### src/rtl/aiv_pkg.sv
// aiv_pkg: constants and carrier types of the converter interrupt block.
// assumes a 16-bit peripheral register bus with byte enables.
package aiv_pkg;

    // ************************************************************
    // register offsets (byte addresses)
    // ************************************************************
    localparam logic [7:0] OFS_CTL0     = 8'h00;
    localparam logic [7:0] OFS_CTL1     = 8'h02;
    localparam logic [7:0] OFS_CTL2     = 8'h04;
    localparam logic [7:0] OFS_CTL3     = 8'h06;
    localparam logic [7:0] OFS_WIN_LO   = 8'h08;
    localparam logic [7:0] OFS_WIN_HI   = 8'h0A;
    localparam logic [7:0] OFS_FLAG0    = 8'h0C;
    localparam logic [7:0] OFS_FLAG1    = 8'h0E;
    localparam logic [7:0] OFS_FLAG2    = 8'h10;
    localparam logic [7:0] OFS_EN0      = 8'h12;
    localparam logic [7:0] OFS_EN1      = 8'h14;
    localparam logic [7:0] OFS_EN2      = 8'h16;
    localparam logic [7:0] OFS_VECTOR   = 8'h18;

    // ************************************************************
    // reset values
    // ************************************************************
    localparam logic [15:0] RST_CTL0    = 16'h0000;
    localparam logic [15:0] RST_CTL1    = 16'h0000;
    localparam logic [15:0] RST_CTL2    = 16'h0020;
    localparam logic [15:0] RST_CTL3    = 16'h0000;
    localparam logic [15:0] RST_WIN_LO  = 16'h0000;
    localparam logic [15:0] RST_WIN_HI  = 16'h0FFF;

    // ************************************************************
    // field positions
    // ************************************************************
    localparam int CTL1_SEQ_BIT   = 1;  // sequence-of-channels mode
    localparam int CTL2_DF_BIT    = 3;  // data_format_select
    localparam int CTL2_RES_LSB   = 4;  // resolution_select, 2 bits
    localparam int NUM_SLOTS      = 32;
    localparam int NUM_SRC        = 38;
    // source index in the flag vector; 32..37 are flag_register_2 bits
    localparam int SRC_BELOW      = 32;
    localparam int SRC_INSIDE     = 33;
    localparam int SRC_ABOVE      = 34;
    localparam int SRC_OVERWRITE  = 35;
    localparam int SRC_OVERRUN    = 36;
    localparam int SRC_REF_READY  = 37;

    // ************************************************************
    // vector codes
    // ************************************************************
    localparam logic [15:0] VEC_NONE      = 16'h0000;
    localparam logic [15:0] VEC_OVERWRITE = 16'h0002;
    localparam logic [15:0] VEC_OVERRUN   = 16'h0004;
    localparam logic [15:0] VEC_ABOVE     = 16'h0006;
    localparam logic [15:0] VEC_BELOW     = 16'h0008;
    localparam logic [15:0] VEC_INSIDE    = 16'h000A;
    localparam logic [15:0] VEC_SLOT_BASE = 16'h000C;
    localparam logic [15:0] VEC_REF_READY = 16'h0076;

    // ************************************************************
    // carriers
    // ************************************************************
    typedef struct packed {
        logic        rd;
        logic        wr;
        logic [7:0]  addr;
        logic [1:0]  be;
        logic [15:0] wdata;
    } aiv_bus_req_s;

    typedef struct packed {
        logic        load;
        logic [4:0]  slot;
        logic [15:0] value;
        logic        win_check;
    } aiv_result_ev_s;

endpackage

### src/rtl/aiv_int_vector.sv
// aiv_int_vector: flag, enable, vector and dma trigger logic of the
// converter peripheral, with its 16-bit register map.
// assumes the sequencer gives one-cycle event pulses and that the
// result memories report each access as a pulse with the slot index.
//
// Functional notes
// - thirty-eight sources: 32 slot flags, overwrite, overrun, three window, ref ready.
// - a slot's result-ready flag sets when a result loads into it.
// - request rises only for a flag whose enable is set; cpu gates globally.
// - a result load also updates the window flags when the slot checks.
// - overwrite flag sets when a slot is loaded before its last read.
// - overrun flag sets when a convert request arrives while busy.
// - dma trigger per conversion, or per finished sequence in sequence mode.
// - ref ready flag sets once the reference buffer reports settled.
// - all sources are prioritised into one request and one vector word.
// - vector shows highest enabled pending source; disabled sources ignored.
// - vector read clears that source, unless it is a slot flag.
// - slot flag clears on slot access, or by software flag write.
// - any write to the vector word clears every flag except those set in the same cycle.
// - request stays and vector moves on while other sources pend.
// - vector codes: 0 none, 2, 4, 6 above, 8 below, A inside.
// - word and byte access; low byte bits 0-7, high byte 8-15.
// - below under low, above over high, inside strictly between.
// - changing data format or resolution resets both thresholds.
`timescale 1ns/1ps

module aiv_int_vector (
    // clock and reset
    input  wire logic                    clk,
    input  wire logic                    rst_n,
    // register bus
    input  wire aiv_pkg::aiv_bus_req_s   bus_req,
    output logic [15:0]                  bus_rdata,
    // conversion events
    input  wire aiv_pkg::aiv_result_ev_s result_ev,
    input  wire logic                    slot_access,
    input  wire logic [4:0]              slot_access_idx,
    input  wire logic                    convert_request,
    input  wire logic                    conv_busy,
    input  wire logic                    conv_done,
    input  wire logic                    sequence_end,
    input  wire logic                    ref_buffer_settled,
    // outputs to cpu and dma
    output logic                         int_request,
    output logic                         dma_trigger,
    output logic [15:0]                  data_format_mode,
    output logic [15:0]                  int_vector_word
);

    // ************************************************************
    // storage
    // ************************************************************
    logic [15:0]                   ctl0;
    logic [15:0]                   ctl1;
    logic [15:0]                   ctl2;
    logic [15:0]                   ctl3;
    logic [15:0]                   win_lo;
    logic [15:0]                   win_hi;
    logic [aiv_pkg::NUM_SRC-1:0]   flags;
    logic [47:0]                   enables;
    logic [5:0]                    cur_src;
    logic [aiv_pkg::NUM_SLOTS-1:0] unread;
    logic                          ref_settled_q;

    // ************************************************************
    // bus decode
    // ************************************************************
    logic [15:0] bmask;
    logic        wr_ctl0;
    logic        wr_ctl1;
    logic        wr_ctl2;
    logic        wr_ctl3;
    logic        wr_lo;
    logic        wr_hi;
    logic        wr_vec;
    logic        rd_vec;
    logic [15:0] next_ctl2;
    logic        fmt_change;

    // byte enables select the low or high half of a word
    assign bmask   = {{8{bus_req.be[1]}}, {8{bus_req.be[0]}}};
    assign wr_ctl0 = bus_req.wr && bus_req.addr == aiv_pkg::OFS_CTL0;
    assign wr_ctl1 = bus_req.wr && bus_req.addr == aiv_pkg::OFS_CTL1;
    assign wr_ctl2 = bus_req.wr && bus_req.addr == aiv_pkg::OFS_CTL2;
    assign wr_ctl3 = bus_req.wr && bus_req.addr == aiv_pkg::OFS_CTL3;
    assign wr_lo   = bus_req.wr && bus_req.addr == aiv_pkg::OFS_WIN_LO;
    assign wr_hi   = bus_req.wr && bus_req.addr == aiv_pkg::OFS_WIN_HI;
    assign wr_vec  = bus_req.wr && bus_req.addr == aiv_pkg::OFS_VECTOR;
    assign rd_vec  = bus_req.rd && bus_req.addr == aiv_pkg::OFS_VECTOR;

    function automatic logic [15:0] merge(input logic [15:0] old_v,
                                          input logic [15:0] new_v,
                                          input logic [15:0] m);
        merge = (old_v & ~m) | (new_v & m);
    endfunction

    assign next_ctl2  = wr_ctl2 ? merge(ctl2, bus_req.wdata, bmask) : ctl2;
    // a format or resolution change makes old thresholds meaningless
    assign fmt_change =
        next_ctl2[aiv_pkg::CTL2_DF_BIT] != ctl2[aiv_pkg::CTL2_DF_BIT] ||
        next_ctl2[aiv_pkg::CTL2_RES_LSB +: 2] !=
            ctl2[aiv_pkg::CTL2_RES_LSB +: 2];

    // ************************************************************
    // control registers
    // ************************************************************
    always_ff @(posedge clk or negedge rst_n) begin
        if (!rst_n) begin
            ctl0 <= aiv_pkg::RST_CTL0;
            ctl1 <= aiv_pkg::RST_CTL1;
            ctl2 <= aiv_pkg::RST_CTL2;
            ctl3 <= aiv_pkg::RST_CTL3;
        end else begin
            if (wr_ctl0) begin
                ctl0 <= merge(ctl0, bus_req.wdata, bmask);
            end
            if (wr_ctl1) begin
                ctl1 <= merge(ctl1, bus_req.wdata, bmask);
            end
            ctl2 <= next_ctl2;
            if (wr_ctl3) begin
                ctl3 <= merge(ctl3, bus_req.wdata, bmask);
            end
        end
    end

    assign data_format_mode = ctl2;

    // ************************************************************
    // window thresholds
    // ************************************************************
    always_ff @(posedge clk or negedge rst_n) begin
        if (!rst_n) begin
            win_lo <= aiv_pkg::RST_WIN_LO;
            win_hi <= aiv_pkg::RST_WIN_HI;
        end else if (fmt_change) begin
            win_lo <= aiv_pkg::RST_WIN_LO;
            win_hi <= aiv_pkg::RST_WIN_HI;
        end else begin
            if (wr_lo) begin
                win_lo <= merge(win_lo, bus_req.wdata, bmask);
            end
            if (wr_hi) begin
                win_hi <= merge(win_hi, bus_req.wdata, bmask);
            end
        end
    end

    // ************************************************************
    // window comparison
    // ************************************************************
    logic               df_signed;
    logic signed [16:0] res_x;
    logic signed [16:0] lo_x;
    logic signed [16:0] hi_x;
    logic               win_en;

    // extend by one bit so a single signed compare serves both formats
    assign df_signed = ctl2[aiv_pkg::CTL2_DF_BIT];
    assign res_x = {df_signed & result_ev.value[15], result_ev.value};
    assign lo_x  = {df_signed & win_lo[15], win_lo};
    assign hi_x  = {df_signed & win_hi[15], win_hi};
    assign win_en = result_ev.load && result_ev.win_check;

    // ************************************************************
    // flag set, clear and software write terms
    // ************************************************************
    logic [aiv_pkg::NUM_SRC-1:0] set_v;
    logic [aiv_pkg::NUM_SRC-1:0] clr_v;
    logic [aiv_pkg::NUM_SRC-1:0] swm_v;
    logic [aiv_pkg::NUM_SRC-1:0] swd_v;
    logic [aiv_pkg::NUM_SRC-1:0] enm_v;
    logic [aiv_pkg::NUM_SRC-1:0] flag_pend;
    logic [15:0]                 vec_code;
    logic [5:0]                  vec_src;
    logic                        vec_valid;
    logic                        ovw_hit;

    assign ovw_hit = result_ev.load && unread[result_ev.slot];

    // ************************************************************
    // per-slot events
    // ************************************************************
    logic [aiv_pkg::NUM_SLOTS-1:0] slot_set;
    logic [aiv_pkg::NUM_SLOTS-1:0] slot_clr;
    for (genvar gi = 0; gi < aiv_pkg::NUM_SLOTS; gi++) begin : g_slot
        assign slot_set[gi] = result_ev.load && result_ev.slot == 5'(gi);
        assign slot_clr[gi] = slot_access && slot_access_idx == 5'(gi);
    end

    // ************************************************************
    // event history
    // ************************************************************
    always_ff @(posedge clk or negedge rst_n) begin
        if (!rst_n) begin
            unread        <= '0;
            ref_settled_q <= 1'b0;
        end else begin
            // a load beside an access of the same slot keeps it unread
            unread        <= (unread & ~slot_clr) | slot_set;
            ref_settled_q <= ref_buffer_settled;
        end
    end

    // ************************************************************
    // flag and enable register writes
    // ************************************************************
    logic                        wr_flag0;
    logic                        wr_flag1;
    logic                        wr_flag2;
    logic [47:0]                 next_enables;
    logic [aiv_pkg::NUM_SRC-1:0] next_flags;
    assign wr_flag0 = bus_req.wr && bus_req.addr == aiv_pkg::OFS_FLAG0;
    assign wr_flag1 = bus_req.wr && bus_req.addr == aiv_pkg::OFS_FLAG1;
    assign wr_flag2 = bus_req.wr && bus_req.addr == aiv_pkg::OFS_FLAG2;
    // software may set or clear any flag directly
    assign swm_v = {wr_flag2 ? bmask[5:0] : 6'h00,
                    wr_flag1 ? bmask : 16'h0000,
                    wr_flag0 ? bmask : 16'h0000};
    assign swd_v = {bus_req.wdata[5:0], bus_req.wdata, bus_req.wdata};
    always_comb begin
        next_enables = enables;
        if (bus_req.wr && bus_req.addr == aiv_pkg::OFS_EN0) begin
            next_enables[15:0] = merge(enables[15:0], bus_req.wdata, bmask);
        end
        if (bus_req.wr && bus_req.addr == aiv_pkg::OFS_EN1) begin
            next_enables[31:16] = merge(enables[31:16], bus_req.wdata, bmask);
        end
        if (bus_req.wr && bus_req.addr == aiv_pkg::OFS_EN2) begin
            next_enables[47:32] = merge(enables[47:32], bus_req.wdata, bmask);
        end
    end
    assign enm_v = next_enables[aiv_pkg::NUM_SRC-1:0];

    // ************************************************************
    // flag set, clear and next value
    // ************************************************************
    always_comb begin
        set_v = '0;
        set_v[aiv_pkg::NUM_SLOTS-1:0] = slot_set;
        set_v[aiv_pkg::SRC_BELOW]     = win_en && res_x < lo_x;
        set_v[aiv_pkg::SRC_INSIDE]    = win_en && res_x > lo_x
                                        && res_x < hi_x;
        set_v[aiv_pkg::SRC_ABOVE]     = win_en && res_x > hi_x;
        set_v[aiv_pkg::SRC_OVERWRITE] = ovw_hit;
        set_v[aiv_pkg::SRC_OVERRUN]   = convert_request && conv_busy;
        // edge, not level, so a cleared flag stays clear while settled
        set_v[aiv_pkg::SRC_REF_READY] = ref_buffer_settled
                                        && !ref_settled_q;
        clr_v = '0;
        clr_v[aiv_pkg::NUM_SLOTS-1:0] = slot_clr;
        // a vector read releases the source it reported, never a slot
        if (rd_vec && int_request && cur_src >= 6'(aiv_pkg::NUM_SLOTS)) begin
            clr_v[cur_src] = 1'b1;
        end
        next_flags = '0;
        if (!wr_vec) begin
            next_flags = ((flags & ~swm_v) | (swd_v & swm_v)) & ~clr_v;
        end
        next_flags = next_flags | set_v;
    end

    always_ff @(posedge clk or negedge rst_n) begin
        if (!rst_n) begin
            flags   <= '0;
            enables <= '0;
        end else begin
            flags   <= next_flags;
            enables <= next_enables;
        end
    end

    // ************************************************************
    // priority encoder
    // ************************************************************
    // fed by next state so stored vector and request match the flags
    assign flag_pend = next_flags & enm_v;
    assign vec_valid = |flag_pend;
    always_comb begin
        vec_code = aiv_pkg::VEC_NONE;
        vec_src  = 6'h00;
        if (flag_pend[aiv_pkg::SRC_REF_READY]) begin
            vec_code = aiv_pkg::VEC_REF_READY;
            vec_src  = 6'(aiv_pkg::SRC_REF_READY);
        end
        for (int i = aiv_pkg::NUM_SLOTS - 1; i >= 0; i--) begin
            if (flag_pend[i]) begin
                vec_code = aiv_pkg::VEC_SLOT_BASE + 16'(2 * i);
                vec_src  = 6'(i);
            end
        end
        if (flag_pend[aiv_pkg::SRC_INSIDE]) begin
            vec_code = aiv_pkg::VEC_INSIDE;
            vec_src  = 6'(aiv_pkg::SRC_INSIDE);
        end
        if (flag_pend[aiv_pkg::SRC_BELOW]) begin
            vec_code = aiv_pkg::VEC_BELOW;
            vec_src  = 6'(aiv_pkg::SRC_BELOW);
        end
        if (flag_pend[aiv_pkg::SRC_ABOVE]) begin
            vec_code = aiv_pkg::VEC_ABOVE;
            vec_src  = 6'(aiv_pkg::SRC_ABOVE);
        end
        if (flag_pend[aiv_pkg::SRC_OVERRUN]) begin
            vec_code = aiv_pkg::VEC_OVERRUN;
            vec_src  = 6'(aiv_pkg::SRC_OVERRUN);
        end
        if (flag_pend[aiv_pkg::SRC_OVERWRITE]) begin
            vec_code = aiv_pkg::VEC_OVERWRITE;
            vec_src  = 6'(aiv_pkg::SRC_OVERWRITE);
        end
    end

    // ************************************************************
    // request, vector and dma trigger
    // ************************************************************
    always_ff @(posedge clk or negedge rst_n) begin
        if (!rst_n) begin
            int_vector_word <= aiv_pkg::VEC_NONE;
            cur_src         <= 6'h00;
            int_request     <= 1'b0;
        end else begin
            int_vector_word <= vec_code;
            cur_src         <= vec_src;
            int_request     <= vec_valid;
        end
    end

    always_ff @(posedge clk or negedge rst_n) begin
        if (!rst_n) begin
            dma_trigger <= 1'b0;
        end else if (ctl1[aiv_pkg::CTL1_SEQ_BIT]) begin
            dma_trigger <= sequence_end;
        end else begin
            dma_trigger <= conv_done;
        end
    end

    // ************************************************************
    // register read
    // ************************************************************
    // registered data stands the cycle after the request; reserved reads 0
    always_ff @(posedge clk or negedge rst_n) begin
        if (!rst_n) begin
            bus_rdata <= 16'h0000;
        end else if (bus_req.rd) begin
            case (bus_req.addr)
                aiv_pkg::OFS_CTL0:   bus_rdata <= ctl0;
                aiv_pkg::OFS_CTL1:   bus_rdata <= ctl1;
                aiv_pkg::OFS_CTL2:   bus_rdata <= ctl2;
                aiv_pkg::OFS_CTL3:   bus_rdata <= ctl3;
                aiv_pkg::OFS_WIN_LO: bus_rdata <= win_lo;
                aiv_pkg::OFS_WIN_HI: bus_rdata <= win_hi;
                aiv_pkg::OFS_FLAG0:  bus_rdata <= flags[15:0];
                aiv_pkg::OFS_FLAG1:  bus_rdata <= flags[31:16];
                aiv_pkg::OFS_FLAG2:  bus_rdata <= {10'h000, flags[37:32]};
                aiv_pkg::OFS_EN0:    bus_rdata <= enables[15:0];
                aiv_pkg::OFS_EN1:    bus_rdata <= enables[31:16];
                aiv_pkg::OFS_EN2:    bus_rdata <= enables[47:32];
                aiv_pkg::OFS_VECTOR: bus_rdata <= int_vector_word;
                default:             bus_rdata <= 16'h0000;
            endcase
        end
    end

endmodule

### config.mk
export PLATFORM = sky130hd
export DESIGN_NAME = aiv_int_vector
export DESIGN_NICKNAME = d
export VERILOG_FILES = /design/src/rtl/aiv_pkg.sv /design/src/rtl/aiv_int_vector.sv
export SDC_FILE = /design/constraint.sdc
export NUM_CORES = 1
export LEC_CHECK = 0
export BUFFER_PORTS_ARGS = -buffer_cell sky130_fd_sc_hd__buf_2
export CAP_MARGIN = 20
export CORE_AREA = 4 4 205 147
export CTS_CLUSTER_SIZE = 20
export DETAILED_ROUTE_END_ITERATION = 6
export DIE_AREA = 0 0 209 151
export PLACE_DENSITY = 0.76
export SYNTH_ARGS = -nofsm -noshare
export SYNTH_HDL_FRONTEND = slang
export SYNTH_SLANG_ARGS = --single-unit
### constraint.sdc
create_clock -name clk -period 7.35 [get_ports clk]
set_input_delay 0 -clock clk [delete_from_list [all_inputs] [get_ports clk]]
set_output_delay 0 -clock clk [all_outputs]
set_load 0.05 [all_outputs]
==> results.yml <==
worst_setup_path:
  cp_cell_sequence: "and2_1, ha_1, nand4_1, nor3_1, o31ai_1, o211ai_1, o22ai_1, a211oi_1, and2b_1, nand2_1, nor4_1"
  crit_type: "reg -> reg"
  cp_slowest_cell: "a211oi_1"
  max_stage_delay_ns: 0.73
  crit_buf_inv: 0
  cp-end-kind: "flip-flop"
  cp_max_fo: 7
  path_delay_family: "simple AND/OR/NAND/NOR gates"
  required_ns: 7.77
  cp-start-kind: "flip-flop"
  arrival_ns: 4.13
drt:
  vias_per_cell: 6.53
  drt_iter0_markers: 1698
  wl_mm: 47.4
  routedWlPerCell_um: 25.0
  dr.pass1.iters: 7
  drtAntennaViolNets: 0
  num_vias: 12400
  drc: 15
final_layout:
  drive_above_1_share: 0.226
  layout.core_utilization: 0.562
  layout_common_cells: "dfrtp_1 (232), nand2_1 (184), mux2_2 (104)"
  finalNetCount: 1598
  multi_input_area_sq_um: 7080
  area_growth_pct: 14.9
  regArea_sq_um: 6150
  nFillCells: 2501
  final_common_cell: "dfrtp_1"
synthesis:
  ys_seq_area_frac: 0.443
  synthFlopType: "dfrtp_1"
  ys_warn_count: 0
  async_flop_share: 1.00
  synth-edff-count: 0
  synth.distinct_cells: 88
  syn_inst: 1394
  avgSynthCellArea_sq_um: 9.96
  netlist_area_sq_um: 13900
  ys_ff_latch: 245
cts:
  cts.sink_count: 245
  cts-htree-levels: 1
  clock_latency_ns: 0.55
  cts.path.max_buffers: 3
  numCtsBuffers: 25
  cts.reportedPaths.clkPinSlew_ns: 0.07
  cts-root-buf: "clkbuf_16"
  cts_tree: "yes"
sta:
  fmax_ghz: 0.269
  fin_skew_ns: 0.0269
  fin_crit_ns: 3.72
  finalHoldViolations: 0
  worstMarginPinSlew_ns: 1.09
  maxSlewHeadroom: 0.266
  tns_ns: 0
  period_share: 0.506
  setup-violations-final: 0
  rsz0062_at_grt: "false"
  drv_slew: 0
pwr:
  p_leak_nw: 7.51
  p_per_area_nw_per_um2: 218
  power.total_mw: 3.48
  vdd_ir_drop_max_uv: 162
flow_run:
  drv_cap: 0
global_route:
  grt_overflow: 0
  grt_util_all_layers: 0.296
  grt_pass1_wl_mm: 72.8
  antenna_found_initial: 1
  grt_pass1_vias: 12000
  grt_start_max_net_pins: 103
die:
  start_util: 0.490
  num_io_pins: 114
  die_area_sq_um: 31600
  core_area_sq_um: 28400
  die_h_um: 151
  rows: 52
  die_w_um: 209
status:
  status: "finished with violations"
  violations: "DRC"
placement:
  gp_congestion: 1.03
  hpwlAfterDp_mm: 35.1
  portBuffers: 103
min_path:
  hp-class: "in -> reg"
-- layer usage --
metal / vias to the layer above / wire length, um / global-route usage
li1: 5329 / - / -
met1: 6118 / 19500 / 0.425
met2: 796 / 20400 / 0.444
met3: 143 / 5710 / 0.0801
met4: 0 / 1780 / 0.0848
met5: - / 0 / 0
-- power by group --
group,switching [mW],leakage (nW),total [mW],internal (mW)
clock network,0.570,0.397,1.34,0.773
logic,0.343,3.91,0.558,0.214
registers,0.105,3.21,1.58,1.48
total,1.02,7.51,3.48,2.47
-- cell usage after synthesis, types with 16 or more instances --
| cell type | count | area, sq um |
|---|---|---|
| a21oi_1 | 59 | 295 |
| ha_1 | 34 | 425 |
| dfrtp_1 | 232 | 5810 |
| o22ai_1 | 18 | 113 |
| a221oi_1 | 24 | 210 |
| mux2i_1 | 25 | 250 |
| nand4_1 | 28 | 175 |
| buf_2 | 18 | 90.1 |
| o21ai_0 | 31 | 155 |
| mux2_2 | 104 | 1170 |
| nor2_1 | 63 | 236 |
| clkbuf_1 | 63 | 236 |
| nand2_1 | 184 | 691 |
| a22oi_1 | 44 | 330 |
| nand3_1 | 24 | 120 |
| and2_1 | 16 | 100 |
| inv_1 | 80 | 300 |
| o211ai_1 | 19 | 143 |
| a21o_1 | 21 | 158 |
| or2_2 | 17 | 106 |
-- worst register-to-register path, cell delays in order, from the launching register on --
cell,delay [ns]
dfrtp_1,0.49
and2_1,0.24
ha_1,0.32
nand4_1,0.22
nor3_1,0.37
o31ai_1,0.17
o211ai_1,0.13
o22ai_1,0.17
a211oi_1,0.73
and2b_1,0.36
nand2_1,0.08
nor4_1,0.30
-- path summary, 6_finish.rpt --
kind                            slack, ns                          start  depth (start not counted)                    to
worst min register to register       0.48            unread[9]$_DFF_PN0_                          1   unread[9]$_DFF_PN0_
worst max-delay path                 3.63  data_format_mode[3]$_DFF_PN0_                         11  cur_src[3]$_DFF_PN0_
worst min-delay path                 0.04                   result_ev[0]                          3   flags[32]$_DFF_PN0_
min in group asynchronous            0.11                          rst_n                          2   flags[17]$_DFF_PN0_
max in group asynchronous            5.90                          rst_n                          3             async pin
worst max register to register       3.63  data_format_mode[3]$_DFF_PN0_                         11  cur_src[3]$_DFF_PN0_
-- cells by family (layout without fill, tap and decap cells) --
group                    Yosys count  count (layout)  synth area share
AO/OA/AOI/OAI                    345             345             0.182
XOR/XNOR                           3               3           0.00189
adder cells (fa/ha/maj)           34              34            0.0306
buffers and inverters            176             291            0.0522
flip-flops                       245             245             0.443
multiplexers                     139             139             0.119
other                              1              11          0.000270
AND/OR/NAND/NOR                  451             451             0.172
-- stage by stage --
stage          cells  instance area, sq um  hold slack (ns)  worst slack (ns)
2_1_floorplan   1403                 13900           -0.296              4.45
3_3_place_gp    1808                 14700            0.104              3.56
3_5_place_dp    1809                 14700            0.106              3.37
4_1_cts         1893                 15900           0.0317              3.72
5_1_grt         1897                 16000           0.0536              3.37
6_report        1897                 16000           0.0426              3.63
-- layout make-up --
cell class,instances,area share
Multi-Input combinational cell,982,0.443
Sequential cell,245,0.385
Timing Repair Buffer,166,0.0696
Clock buffer,33,0.0436
Tap cell,378,0.0296
Inverter,80,0.0188
Clock inverter,12,0.00941
Antenna cell,1,0.000157
-- what timing repair did --
item,in CTS,in global routing
hold buffers,39,0
hold endpoints to repair,233,0
resized for setup,0,0
buffers inserted,0,0
setup endpoints to repair,0,0
Note: power is estimated with default switching activity, not from simulation.
